$ cat config.mk
export PLATFORM = sky130hd
export DESIGN_NAME = mqaf_top
export DESIGN_NICKNAME = d
export VERILOG_FILES = /design/src/mqaf_pkg.sv /design/src/mqaf_qsel.sv /design/src/mqaf_flag_out.sv /design/src/mqaf_top.sv
export SDC_FILE = /design/constraint.sdc
export NUM_CORES = 2
export LEC_CHECK = 0
export ABC_AREA = 1
export BUFFER_PORTS_ARGS = -buffer_cell sky130_fd_sc_hd__buf_2
export CELL_PAD_IN_SITES_DETAIL_PLACEMENT = 0
export CELL_PAD_IN_SITES_GLOBAL_PLACEMENT = 1
export CORE_ASPECT_RATIO = 1.5
export CORE_MARGIN = 10
export CORE_UTILIZATION = 53
export DETAILED_ROUTE_END_ITERATION = 6
export PLACE_DENSITY_LB_ADDON = 0.1
export SLEW_MARGIN = 0
export SYNTH_ARGS = -nofsm -noshare
export SYNTH_HDL_FRONTEND = slang
export SYNTH_SLANG_ARGS = --single-unit
export TNS_END_PERCENT = 1
$ cat constraint.sdc
create_clock -name CLK -period 9 [get_ports CLK]
set_clock_uncertainty 0.05 [all_clocks]
set_input_delay 1.8 -clock CLK [delete_from_list [all_inputs] [get_ports CLK]]
set_output_delay 1.8 -clock CLK [all_outputs]
set_load 0.01 [all_outputs]
$ cat src/mqaf_pkg.sv
// Constants shared by the multi-queue almost-flag block.
// Assumes a single 50 MHz clock and a plain register port with 32-bit words.
package mqaf_pkg;
  localparam int unsigned CLK_MHZ = 50;
  localparam int unsigned NUM_QUEUES = 32;
  localparam int unsigned QUEUE_DEPTH = 512;
  localparam int unsigned QSEL_W = 5;
  localparam int unsigned BUS_GROUP = 8;
  // Register word addresses.
  localparam logic [3:0] REG_CTRL = 4'h0;
  localparam logic [3:0] REG_PROG = 4'h1;
  localparam logic [3:0] REG_STATUS = 4'h2;
  localparam logic [3:0] REG_CLEAR = 4'h3;
  localparam logic [3:0] REG_ENABLE = 4'h4;
  localparam logic [3:0] REG_LEVEL = 4'h5;
  // Control fields.
  localparam int unsigned CTRL_DEF_SEL_BIT = 0;
  localparam int unsigned CTRL_LOAD_BIT = 1;
  // Programming fields.
  localparam int unsigned PROG_QUEUE_LSB = 0;
  localparam int unsigned PROG_KIND_BIT = 8;
  localparam int unsigned PROG_VALUE_LSB = 16;
  localparam int unsigned PROG_VALUE_W = 16;
  // Event bits in status, clear and enable.
  localparam int unsigned EV_AF_BIT = 0;
  localparam int unsigned EV_AE_BIT = 1;
  localparam int unsigned EV_W = 2;
  // Default offsets.
  localparam logic [15:0] DEF_OFFSET_SMALL = 16'h0008;
  localparam logic [15:0] DEF_OFFSET_LARGE = 16'h0080;
  // Selection latency in port clock edges.
  localparam int unsigned SEL_FLAG_EDGES = 1;
  localparam int unsigned SEL_PORT_EDGES = 3;
endpackage : mqaf_pkg

$ cat src/mqaf_qsel.sv
// Queue selection pipeline for one port.
// Assumes tick marks the port clock edge and the strobe is sampled only then.
`timescale 1ns/1ps
`default_nettype none
module mqaf_qsel
  import mqaf_pkg::*;
#(
  parameter int unsigned QW = QSEL_W
) (
  input wire logic clk,
  input wire logic nrst,
  input wire logic tick,
  input wire logic strobe,
  input wire logic [QW-1:0] addr,
  output logic [QW-1:0] flag_idx,
  output logic [QW-1:0] port_idx
);
  logic [QW-1:0] stage_q [SEL_PORT_EDGES];
  logic [SEL_PORT_EDGES-1:0] pend_q;

  // The flag source moves one edge after the request so that the two flag
  // register stages deliver the new status on the third edge.
  always_ff @(posedge clk) begin
    if (!nrst) begin
      pend_q <= '0;
      for (int i = 0; i < SEL_PORT_EDGES; i++) begin
        stage_q[i] <= '0;
      end
    end else if (tick) begin
      pend_q <= {pend_q[SEL_PORT_EDGES-2:0], strobe};
      stage_q[0] <= strobe ? addr : stage_q[0];
      for (int i = 1; i < SEL_PORT_EDGES; i++) begin
        if (pend_q[i-1]) begin
          stage_q[i] <= stage_q[i-1];
        end
      end
    end
  end

  assign flag_idx = stage_q[SEL_FLAG_EDGES];
  assign port_idx = stage_q[SEL_PORT_EDGES-1];
endmodule : mqaf_qsel
`default_nettype wire

$ cat src/mqaf_flag_out.sv
// Double-registered active-queue flag with delayed deassertion.
// Assumes raw holds the live condition of every queue and tick marks the port edge.
`timescale 1ns/1ps
`default_nettype none
module mqaf_flag_out
  import mqaf_pkg::*;
#(
  parameter int unsigned NQ = NUM_QUEUES,
  parameter int unsigned QW = QSEL_W,
  parameter bit EXTRA = 1'b0
) (
  input wire logic clk,
  input wire logic nrst,
  input wire logic tick,
  input wire logic skew_late,
  input wire logic [NQ-1:0] raw,
  input wire logic [QW-1:0] idx,
  output logic flag_n,
  output logic [BUS_GROUP-1:0] bus_n,
  output logic assert_ev
);
  logic [NQ-1:0] hold1_q;
  logic [NQ-1:0] hold2_q;
  logic [NQ-1:0] eff;
  logic stage_q;
  logic [QW-1:0] grp_base;

  // Assertion passes at once; release is held back by the extra edges.
  always_comb begin
    eff = raw;
    if (EXTRA) begin
      eff = eff | hold1_q;
    end
    if (skew_late) begin
      eff = eff | (EXTRA ? hold2_q : hold1_q);
    end
  end

  always_ff @(posedge clk) begin
    if (!nrst) begin
      hold1_q <= '0;
      hold2_q <= '0;
    end else if (tick) begin
      hold1_q <= raw;
      hold2_q <= hold1_q;
    end
  end

  assign grp_base = idx & ~QW'(BUS_GROUP - 1);

  always_ff @(posedge clk) begin
    if (!nrst) begin
      stage_q <= 1'b0;
      flag_n <= 1'b1;
      bus_n <= '1;
      assert_ev <= 1'b0;
    end else begin
      assert_ev <= 1'b0;
      if (tick) begin
        stage_q <= eff[idx];
        flag_n <= ~stage_q;
        assert_ev <= stage_q & flag_n;
        for (int b = 0; b < BUS_GROUP; b++) begin
          bus_n[b] <= ~eff[grp_base + QW'(b)];
        end
      end
    end
  end
endmodule : mqaf_flag_out
`default_nettype wire

$ cat src/mqaf_top.sv
// Almost-full and almost-empty flag logic for a multi-queue buffer.
// Assumes one 50 MHz clock; write and read port edges arrive as tick enables.
// Summary of operation
// RL1: Track almost-full per queue; show active write queue.
// RL2: Offsets programmed, or default 8 or 128.
// RL3: Almost-full offset 0 to depth, per queue.
// RL4: New write queue flag on third edge.
// RL5: Almost-full goes low two write edges after write.
// RL6: Almost-full released two write edges after read.
// RL7: Skew miss adds one write edge to release.
// RL8: Almost-full changes only on write edges.
// RL9: Reads update any queue's almost-full state.
// RL10: Track almost-empty per queue; show active read queue.
// RL11: Almost-empty offset 0 to depth, per queue.
// RL12: New read queue flag on third edge.
// RL13: Almost-empty goes low two read edges after read.
// RL14: Almost-empty released three read edges after write.
// RL15: Skew miss adds one read edge to release.
// RL16: Almost-empty changes only on read edges.
// RL17: Writes update any queue's almost-empty state.
// RL18: Active flags copied onto status buses.
// RL19: Threshold compare: at or below offset.
//
// Local design decisions: the address map and strobed register access.
`timescale 1ns/1ps
`default_nettype none
module mqaf_top
  import mqaf_pkg::*;
#(
  parameter int unsigned NQ = NUM_QUEUES,
  parameter int unsigned DEPTH = QUEUE_DEPTH
) (
  input wire logic CLK,
  input wire logic NRST,
  input wire logic W_TICK,
  input wire logic WRITE_EN,
  input wire logic [QSEL_W-1:0] WRITE_QUEUE_SELECT_BUS,
  input wire logic WRITE_SELECT_STROBE,
  input wire logic R_TICK,
  input wire logic READ_EN,
  input wire logic [QSEL_W-1:0] READ_QUEUE_SELECT_BUS,
  input wire logic READ_SELECT_STROBE,
  input wire logic SKEW_W_LATE,
  input wire logic SKEW_R_LATE,
  input wire logic [3:0] REG_ADDR,
  input wire logic [31:0] REG_WDATA,
  input wire logic REG_WR,
  input wire logic REG_RD,
  output logic [31:0] REG_RDATA,
  output logic ALMOST_FULL_N,
  output logic ALMOST_EMPTY_N,
  output logic [BUS_GROUP-1:0] ALMOST_FULL_BUS_N,
  output logic [BUS_GROUP-1:0] ALMOST_EMPTY_BUS_N,
  output logic IRQ
);
  localparam int unsigned CW = $clog2(DEPTH + 1);
  localparam logic [CW-1:0] DEPTH_C = CW'(DEPTH);

  ////////////////////////////////////////////////////////////////////////////
  // Helpers.

  function automatic logic [CW-1:0] mqaf_clamp(input logic [PROG_VALUE_W-1:0] v);
    mqaf_clamp = (v > PROG_VALUE_W'(DEPTH)) ? DEPTH_C : CW'(v);
  endfunction : mqaf_clamp

  function automatic logic [CW-1:0] mqaf_step(input logic [CW-1:0] c, input logic inc,
                                              input logic dec);
    mqaf_step = c + CW'(inc) - CW'(dec);
  endfunction : mqaf_step

  ////////////////////////////////////////////////////////////////////////////
  // Queue selection on both ports.

  logic [QSEL_W-1:0] wr_flag_idx;
  logic [QSEL_W-1:0] wr_port_idx;
  logic [QSEL_W-1:0] rd_flag_idx;
  logic [QSEL_W-1:0] rd_port_idx;

  mqaf_qsel #(.QW(QSEL_W)) u_wsel ( // RL4
    .clk(CLK),
    .nrst(NRST),
    .tick(W_TICK),
    .strobe(WRITE_SELECT_STROBE),
    .addr(WRITE_QUEUE_SELECT_BUS),
    .flag_idx(wr_flag_idx),
    .port_idx(wr_port_idx)
  );

  mqaf_qsel #(.QW(QSEL_W)) u_rsel ( // RL12
    .clk(CLK),
    .nrst(NRST),
    .tick(R_TICK),
    .strobe(READ_SELECT_STROBE),
    .addr(READ_QUEUE_SELECT_BUS),
    .flag_idx(rd_flag_idx),
    .port_idx(rd_port_idx)
  );

  ////////////////////////////////////////////////////////////////////////////
  // Offsets per queue.

  logic [CW-1:0] af_off_q [NQ];
  logic [CW-1:0] ae_off_q [NQ];
  logic def_sel_q;
  logic wr_ctrl;
  logic wr_prog;
  logic [QSEL_W-1:0] prog_q;
  logic [CW-1:0] prog_val;
  logic [CW-1:0] def_val;

  assign wr_ctrl = REG_WR && REG_ADDR == REG_CTRL;
  assign wr_prog = REG_WR && REG_ADDR == REG_PROG;
  assign prog_q = REG_WDATA[PROG_QUEUE_LSB +: QSEL_W];
  assign prog_val = mqaf_clamp(REG_WDATA[PROG_VALUE_LSB +: PROG_VALUE_W]);
  assign def_val = mqaf_clamp(REG_WDATA[CTRL_DEF_SEL_BIT] ? DEF_OFFSET_LARGE
                                                          : DEF_OFFSET_SMALL);

  always_ff @(posedge CLK) begin
    if (!NRST) begin
      def_sel_q <= 1'b0;
    end else if (wr_ctrl) begin
      def_sel_q <= REG_WDATA[CTRL_DEF_SEL_BIT];
    end
  end

  // Offsets are clamped to the queue depth; each queue keeps its own pair.
  always_ff @(posedge CLK) begin
    if (!NRST) begin
      for (int q = 0; q < NQ; q++) begin
        af_off_q[q] <= mqaf_clamp(DEF_OFFSET_SMALL); // RL2
        ae_off_q[q] <= mqaf_clamp(DEF_OFFSET_SMALL); // RL2
      end
    end else if (wr_ctrl && REG_WDATA[CTRL_LOAD_BIT]) begin
      for (int q = 0; q < NQ; q++) begin
        af_off_q[q] <= def_val; // RL2
        ae_off_q[q] <= def_val; // RL2
      end
    end else if (wr_prog && 32'(prog_q) < NQ) begin
      if (REG_WDATA[PROG_KIND_BIT]) begin
        ae_off_q[prog_q] <= prog_val; // RL11
      end else begin
        af_off_q[prog_q] <= prog_val; // RL3
      end
    end
  end

  ////////////////////////////////////////////////////////////////////////////
  // Word counts per queue.

  logic [CW-1:0] cnt_q [NQ];
  logic do_wr;
  logic do_rd;

  assign do_wr = W_TICK && WRITE_EN && cnt_q[wr_port_idx] != DEPTH_C;
  assign do_rd = R_TICK && READ_EN && cnt_q[rd_port_idx] != '0;

  // Writes and reads change the count of any queue, selected for flags or not.
  always_ff @(posedge CLK) begin
    if (!NRST) begin
      for (int q = 0; q < NQ; q++) begin
        cnt_q[q] <= '0;
      end
    end else begin
      for (int q = 0; q < NQ; q++) begin
        cnt_q[q] <= mqaf_step(cnt_q[q], do_wr && wr_port_idx == QSEL_W'(q), // RL17
                              do_rd && rd_port_idx == QSEL_W'(q)); // RL9
      end
    end
  end

  ////////////////////////////////////////////////////////////////////////////
  // Live conditions and active flags.

  logic [NQ-1:0] af_raw;
  logic [NQ-1:0] ae_raw;

  always_comb begin
    for (int q = 0; q < NQ; q++) begin
      af_raw[q] = (DEPTH_C - cnt_q[q]) <= af_off_q[q]; // RL19 RL1
      ae_raw[q] = cnt_q[q] <= ae_off_q[q]; // RL19 RL10
    end
  end

  logic af_ev;
  logic ae_ev;

  mqaf_flag_out #(.NQ(NQ), .QW(QSEL_W), .EXTRA(1'b0)) u_af ( // RL5 RL6 RL7 RL8 RL18
    .clk(CLK),
    .nrst(NRST),
    .tick(W_TICK),
    .skew_late(SKEW_W_LATE),
    .raw(af_raw),
    .idx(wr_flag_idx),
    .flag_n(ALMOST_FULL_N),
    .bus_n(ALMOST_FULL_BUS_N),
    .assert_ev(af_ev)
  );

  mqaf_flag_out #(.NQ(NQ), .QW(QSEL_W), .EXTRA(1'b1)) u_ae ( // RL13 RL14 RL15 RL16 RL18
    .clk(CLK),
    .nrst(NRST),
    .tick(R_TICK),
    .skew_late(SKEW_R_LATE),
    .raw(ae_raw),
    .idx(rd_flag_idx),
    .flag_n(ALMOST_EMPTY_N),
    .bus_n(ALMOST_EMPTY_BUS_N),
    .assert_ev(ae_ev)
  );

  ////////////////////////////////////////////////////////////////////////////
  // Interrupt status, clear and enable.

  logic [EV_W-1:0] status_q;
  logic [EV_W-1:0] enable_q;
  logic [EV_W-1:0] ev_set;
  logic [EV_W-1:0] ev_clr;

  assign ev_set = {ae_ev, af_ev};
  assign ev_clr = (REG_WR && REG_ADDR == REG_CLEAR) ? REG_WDATA[EV_W-1:0] : '0;

  // A new event in the clearing cycle keeps its bit set.
  always_ff @(posedge CLK) begin
    if (!NRST) begin
      status_q <= '0;
    end else begin
      status_q <= (status_q & ~ev_clr) | ev_set;
    end
  end

  always_ff @(posedge CLK) begin
    if (!NRST) begin
      enable_q <= '0;
    end else if (REG_WR && REG_ADDR == REG_ENABLE) begin
      enable_q <= REG_WDATA[EV_W-1:0];
    end
  end

  always_ff @(posedge CLK) begin
    if (!NRST) begin
      IRQ <= 1'b0;
    end else begin
      IRQ <= |(((status_q & ~ev_clr) | ev_set) & enable_q);
    end
  end

  ////////////////////////////////////////////////////////////////////////////
  // Register read port.

  always_ff @(posedge CLK) begin
    if (!NRST) begin
      REG_RDATA <= '0;
    end else begin
      REG_RDATA <= '0;
      if (REG_RD) begin
        unique case (REG_ADDR)
          REG_CTRL: REG_RDATA <= 32'(def_sel_q);
          REG_STATUS: REG_RDATA <= 32'(status_q);
          REG_ENABLE: REG_RDATA <= 32'(enable_q);
          REG_LEVEL: REG_RDATA <= {17'h00000, rd_port_idx, 3'h0, wr_port_idx,
                                   ALMOST_EMPTY_N, ALMOST_FULL_N};
          default: REG_RDATA <= '0;
        endcase
      end
    end
  end
endmodule : mqaf_top
`default_nettype wire

Word-level counts from Yosys, hierarchy flattened

Memories as Yosys holds them, arrays and structs flattened.
Cells that the tools add are included.

Logic and storage cells: 687
Memories kept: 5
Register bits after elaboration: 160
Memory bits (writable): 990
Input bits: 58
Output and inout bits: 51

$lt $le $gt $ge: 84
Reduce and logical (&&, ||, !) cells: 83
Add/subtract/negate cells: 110
Bitwise gates (word level): 129
Eq/ne operators: 68
Mux-type cells: 190

Memory list:

| memory         | depth | bits a word | rd ports | clocked after Yosys merged registers in | write ports | line            | source |
|---|---|---|---|---|---|---|---|
| ae_off_q       | 32    | 10          | 32       | 0                                       | 32          | mqaf_top.sv:103 | `logic [CW-1:0] ae_off_q [NQ];` |
| af_off_q       | 32    | 10          | 32       | 0                                       | 32          | mqaf_top.sv:102 | `logic [CW-1:0] af_off_q [NQ];` |
| cnt_q          | 32    | 10          | 34       | 0                                       | 32          | mqaf_top.sv:150 | `logic [CW-1:0] cnt_q [NQ];` |
| u_rsel.stage_q | 3     | 5           | 3        | 0                                       | 3           | mqaf_qsel.sv:18 | `logic [QW-1:0] stage_q [SEL_PORT_EDGES];` |
| u_wsel.stage_q | 3     | 5           | 3        | 0                                       | 3           | mqaf_qsel.sv:18 |  |

Operator list:

| operator                                                                           | count |
|---|---|
| 10-bit two-way mux                                                                 | 100 |
| 10-bit <= comparator                                                               | 64 |
| 10-bit by 1-bit adder with 10-bit output                                           | 32 |
| 10-bit by 1-bit subtractor with 10-bit output                                      | 32 |
| 10-bit subtractor (first input constant)                                           | 32 |
| 5-bit equality test (second input constant)                                        | 32 |
| 5-bit by 6-bit < comparator with 1-bit output (second input constant)              | 18 |
| 1-bit OR                                                                           | 102 |
| 32-bit OR                                                                          | 3 |
| 1-bit binary-select mux with 5-bit select                                          | 16 |
| 5-bit by 4-bit equality test with 1-bit output (second input constant)             | 16 |
| 1-bit logical AND                                                                  | 73 |
| 32-bit two-way mux                                                                 | 2 |
| 15-bit one-hot mux with 4 select lines                                             | 1 |
| 1-bit two-way mux                                                                  | 57 |
| 5-bit two-way mux                                                                  | 10 |
| 5-bit by 3-bit adder with 5-bit output (second input constant)                     | 8 |
| 5-bit by 3-bit equality test with 1-bit output (second input constant)             | 8 |
| 5-bit by 2-bit adder with 5-bit output (second input constant)                     | 4 |
| 5-bit by 2-bit equality test with 1-bit output (second input constant)             | 4 |
| 10-bit OR reduction                                                                | 2 |
| 1-bit NOT                                                                          | 18 |
| 16-bit by 10-bit greater-than comparator with 1-bit output (second input constant) | 1 |
| 5-bit by 1-bit adder with 5-bit output (second input constant)                     | 2 |
| other kinds (18)                                                                   | 27 |

Depth between registers and ports, before layout

Depth after elaboration: 8
Gate-level depth with buffers: 34
Gate-level depth less buffers: 33

Hierarchy

Synthesis repeated with hierarchy kept, for this count alone.

Cell total of the unflattened synthesis: 10041
Area total of the unflattened synthesis: 80662.4 sq um

Modules (own cells, without submodules):

| module               | sequential area each (sq um) | times used | cells each | area each (sq um) |
|---|---|---|---|---|
| mqaf_top             | 25984.9                      | 1          | 9055       | 73266.5 |
| mqaf_flag_out (u_ae) | 1501.4                       | 1          | 493        | 3530.9 |
| mqaf_flag_out (u_af) | 860.8                        | 1          | 351        | 2318.5 |
| mqaf_qsel            | 490.5                        | 2          | 71         | 773.2 |

Least setup slack after synthesis

No wires, ideal clock.

Kind: in2reg
Start: input port R_TICK
End: memory cnt_q[8][8] in the netlist's numbering
Buffers on the path: 2
Slack: 4457 ps
Library setup time: 119 ps
Data required time: 8831 ps
Stages: 25
Arrival time: 4374 ps
Cell sequence: clkbuf_1 nand2_1 inv_1 nand2_2 buf_6 nor2_1 ha_1 inv_1 ha_1 inv_1 fa_1 nor2_1 nor2_1 nor2_1 nor2_1 nor2_1 nor2_1 o21bai_1 nand2_1 inv_1 nor2_1 nor2_1 nor2_1 o21ai_0 a21oi_1

RTL lines:

| what               | line            | source |
|---|---|---|
| start: declaration | mqaf_top.sv:39  | `input wire logic R_TICK,` |
| end: declaration   | mqaf_top.sv:150 |  |

==> impl_metrics.json <==
{
  "status": "finished, final reports clean",
  "rsz0062_at_grt": "no",
  "yosysWarnings": 0,
  "grt_pass1_wl_microns": 405000,
  "dpl_worst_slack_ns": 2.15,
  "r2r_setup_slack_ns": 1.72,
  "layout-drive-gt1-share": 0.0412,
  "drc": 0,
  "drt-initial-drc-count": 5566,
  "intPower_w": 0.0129,
  "antenna_found_initial": 19,
  "cp.required_ns": 9.60,
  "synth_area_per_cell_sq_um": 8.12,
  "rows": 173,
  "pwr-share-seq": 0.314,
  "htree_levels": 3,
  "cp_common_cell": "nor2_1",
  "postRouteAntennaNets": 0,
  "grt-ovfl-total": 0,
  "start_util": 0.533,
  "pwr-share-comb": 0.437,
  "ios": 109,
  "maxSlewViolCount": 0,
  "final_cell_area_sq_um": 85600,
  "clkPwrFrac": 0.248,
  "cts_hold_buf": 0,
  "netlist_area_sq_um": 79000,
  "clock_sinks": 1130,
  "grtUsageTotal": 0.328,
  "vdd_drop_max_v": 0.000197,
  "finalSetupViolCount": 0,
  "fmax_mhz": 137,
  "port_buffers": 78,
  "hold_path.class": "flop to flop",
  "synth_area_leaders": "edfxtp_1, ha_1, dfxtp_1",
  "fin_crit_sh": 0.809,
  "power_density_nw_per_um2": 259,
  "slowest_stage": "o21ai_1",
  "cpPeakStageDelay_ns": 0.74,
  "synth-seq-area-share": 0.371,
  "p_leak_nw": 41.3,
  "cts_tree": "done",
  "layout_common_cells": "inv_1, nand2_1, nor2_1",
  "ff_latch_area_sq_um": 29300,
  "slew_headroom": 0.131,
  "p_sw_w": 0.00925,
  "async_flop_share": 0,
  "synth_seq_cells": 1130,
  "setup_slack_ns": 1.72,
  "clock_path_buffers": 3,
  "critPathCaptureType": "flop",
  "wl_per_cell_microns": 23.6,
  "utilization": 0.578,
  "min_period_ns": 7.28,
  "vias": 67600,
  "fillers": 13700,
  "layout_commonest_cell": "inv_1",
  "synth_top_area_frac": 0.255,
  "switching_share": 0.417,
  "path_max_fanout": 25,
  "fin_tns_setup_ns": 0,
  "final_cells": 11800,
  "cts_inserted_buffers": 117,
  "path_class": "flop to flop",
  "ys.flop_type": "edfxtp_1",
  "multi_input_comb_area_sq_um": 42000,
  "placed_cells": 11500,
  "dp.final_hpwl_microns": 200000,
  "clkLatencyLatePin_ns": 0.79,
  "dieArea_sq_um": 165000,
  "startpoint_type": "flop",
  "grt_max_degree": 89,
  "cts-root-buf": "clkbuf_16",
  "grt_pass1_vias": 65700,
  "cts_setup_buffers": 0,
  "arrival_ns": 7.88,
  "gp_congestion": 0.982,
  "coreArea_sq_um": 148000,
  "synth_edf_count": 670,
  "nets": 11000,
  "clk_pin_slew_worst_paths_ns": 0.07,
  "hold_viol_final": 0,
  "maxCapViolations": 0,
  "worst_pin_slew_ns": 1.30,
  "area_delta_synth_final_pct": 8.37,
  "synth_cell_type_count": 49,
  "synth_top_cell_by_area": "edfxtp_1",
  "routed_wl_microns": 277000,
  "viasPerCell": 5.75,
  "dieHeight_microns": 493,
  "synthCells": 9727,
  "dieWidth_microns": 335,
  "dpl_cell_area_sq_um": 81300,
  "post_cts_resized": 0,
  "drt_first_pass_iters": 6
}
-- through the flow --
stage | power, W | hold WS, ns
2_1_floorplan | 0.0137 | 0.379
3_3_place_gp | 0.0163 | 0.397
3_5_place_dp | 0.0166 | 0.403
4_1_cts | 0.0221 | 0.410
5_1_grt | 0.0238 | 0.424
6_report | 0.0222 | 0.406
-- metal layers --
layer / wire length, microns / GRT usage
met1: 103000 / 0.380
met2: 128000 / 0.546
met3: 23700 / 0.0611
met4: 22400 / 0.227
met5: 65 / 0
-- worst paths after layout --
kind                               from             end  cells past startpoint
setup / recovery  u_rsel.stage_q[0][11]     cnt_q[8][8]                     33
hold / removal             u_ae.stage_q  u_ae.assert_ev                      2
setup reg to reg  u_rsel.stage_q[0][11]     cnt_q[8][8]                     33
hold reg to reg            u_ae.stage_q  u_ae.assert_ev                      2
-- cells in the mapped netlist, drive strengths merged, types with 11 or more instances --
cell and instances:
o211ai 25, or2 16, o21ai 523, a21o 54, edfxtp 670, o221ai 15
nor3 87, nor4 21, a21oi 686, clkinv 17, o31ai 11, a22oi 16
o21bai 122, clkbuf 232, xnor2 63, fa 32, and2 19, ha 1216
o22ai 107, a31oi 37, nor2 1238, a21boi 29, nand4 230, nand2 1267
inv 1713, buf 78, nand3 463, o21a 23, xor2 221, dfxtp 460
-- worst max-delay path, delay by kind of cell (launching register included) --
kind            cells  cell delay [ns]
buf+inv             6             1.15
fa+ha+maj           3             0.82
flops               1             0.51
compound gates      5             1.25
simple gates       19             3.32
-- logic make-up (layout without fill, tap and decap cells) --
| group | Yosys count | after routing | share of synthesized area |
|---|---|---|---|
| compound gates | 1675 | 1675 | 0.119 |
| buf+inv | 2040 | 2116 | 0.0994 |
| flops | 1130 | 1130 | 0.371 |
| other cells | 1 | 25 | 0.0000475 |
| xor+xnor | 284 | 284 | 0.0315 |
| fa+ha+maj | 1248 | 1248 | 0.201 |
| simple gates | 3349 | 3349 | 0.178 |
-- power by group through the flow --
stage / Clock (W) / Sequential, W / Combinational [W]
after global placement: 0 / 0.00706 / 0.00929
final: 0.00551 / 0.00697 / 0.00970
after CTS: 0.00554 / 0.00696 / 0.00962
after global routing: 0.00573 / 0.00704 / 0.0110
after detailed placement: 0 / 0.00707 / 0.00955
after floorplan: 0 / 0.00674 / 0.00698
-- area by class of cell --
| class | instances | share of cell area |
|---|---|---|
| clock buffers | 163 | 0.0397 |
| repair buffers | 163 | 0.0123 |
| well taps | 1925 | 0.0281 |
| inverters | 1730 | 0.0759 |
| diodes | 5 | 0.000146 |
| multi-input cells | 6576 | 0.491 |
| clock inverters | 60 | 0.0103 |
| flip-flops and latches | 1130 | 0.343 |
-- sequential cells by signal, indices dropped and copies added, names as in the netlist --
signal	cells
ae_off_q	320
af_off_q	320
cnt_q	320
u_ae.hold1_q	32
u_ae.hold2_q	32
u_af.hold1_q	32
u_rsel.stage_q	15
u_wsel.stage_q	15
REG_RDATA	12
u_ae.bus_n	8
u_af.bus_n	8
enable_q	2
status_q	2
u_rsel.pend_q	2
u_wsel.pend_q	2
IRQ	1
def_sel_q	1
u_ae.assert_ev	1
u_ae.flag_n	1
u_ae.stage_q	1
u_af.assert_ev	1
u_af.flag_n	1
u_af.stage_q	1
(Power assumes the default switching activity.)
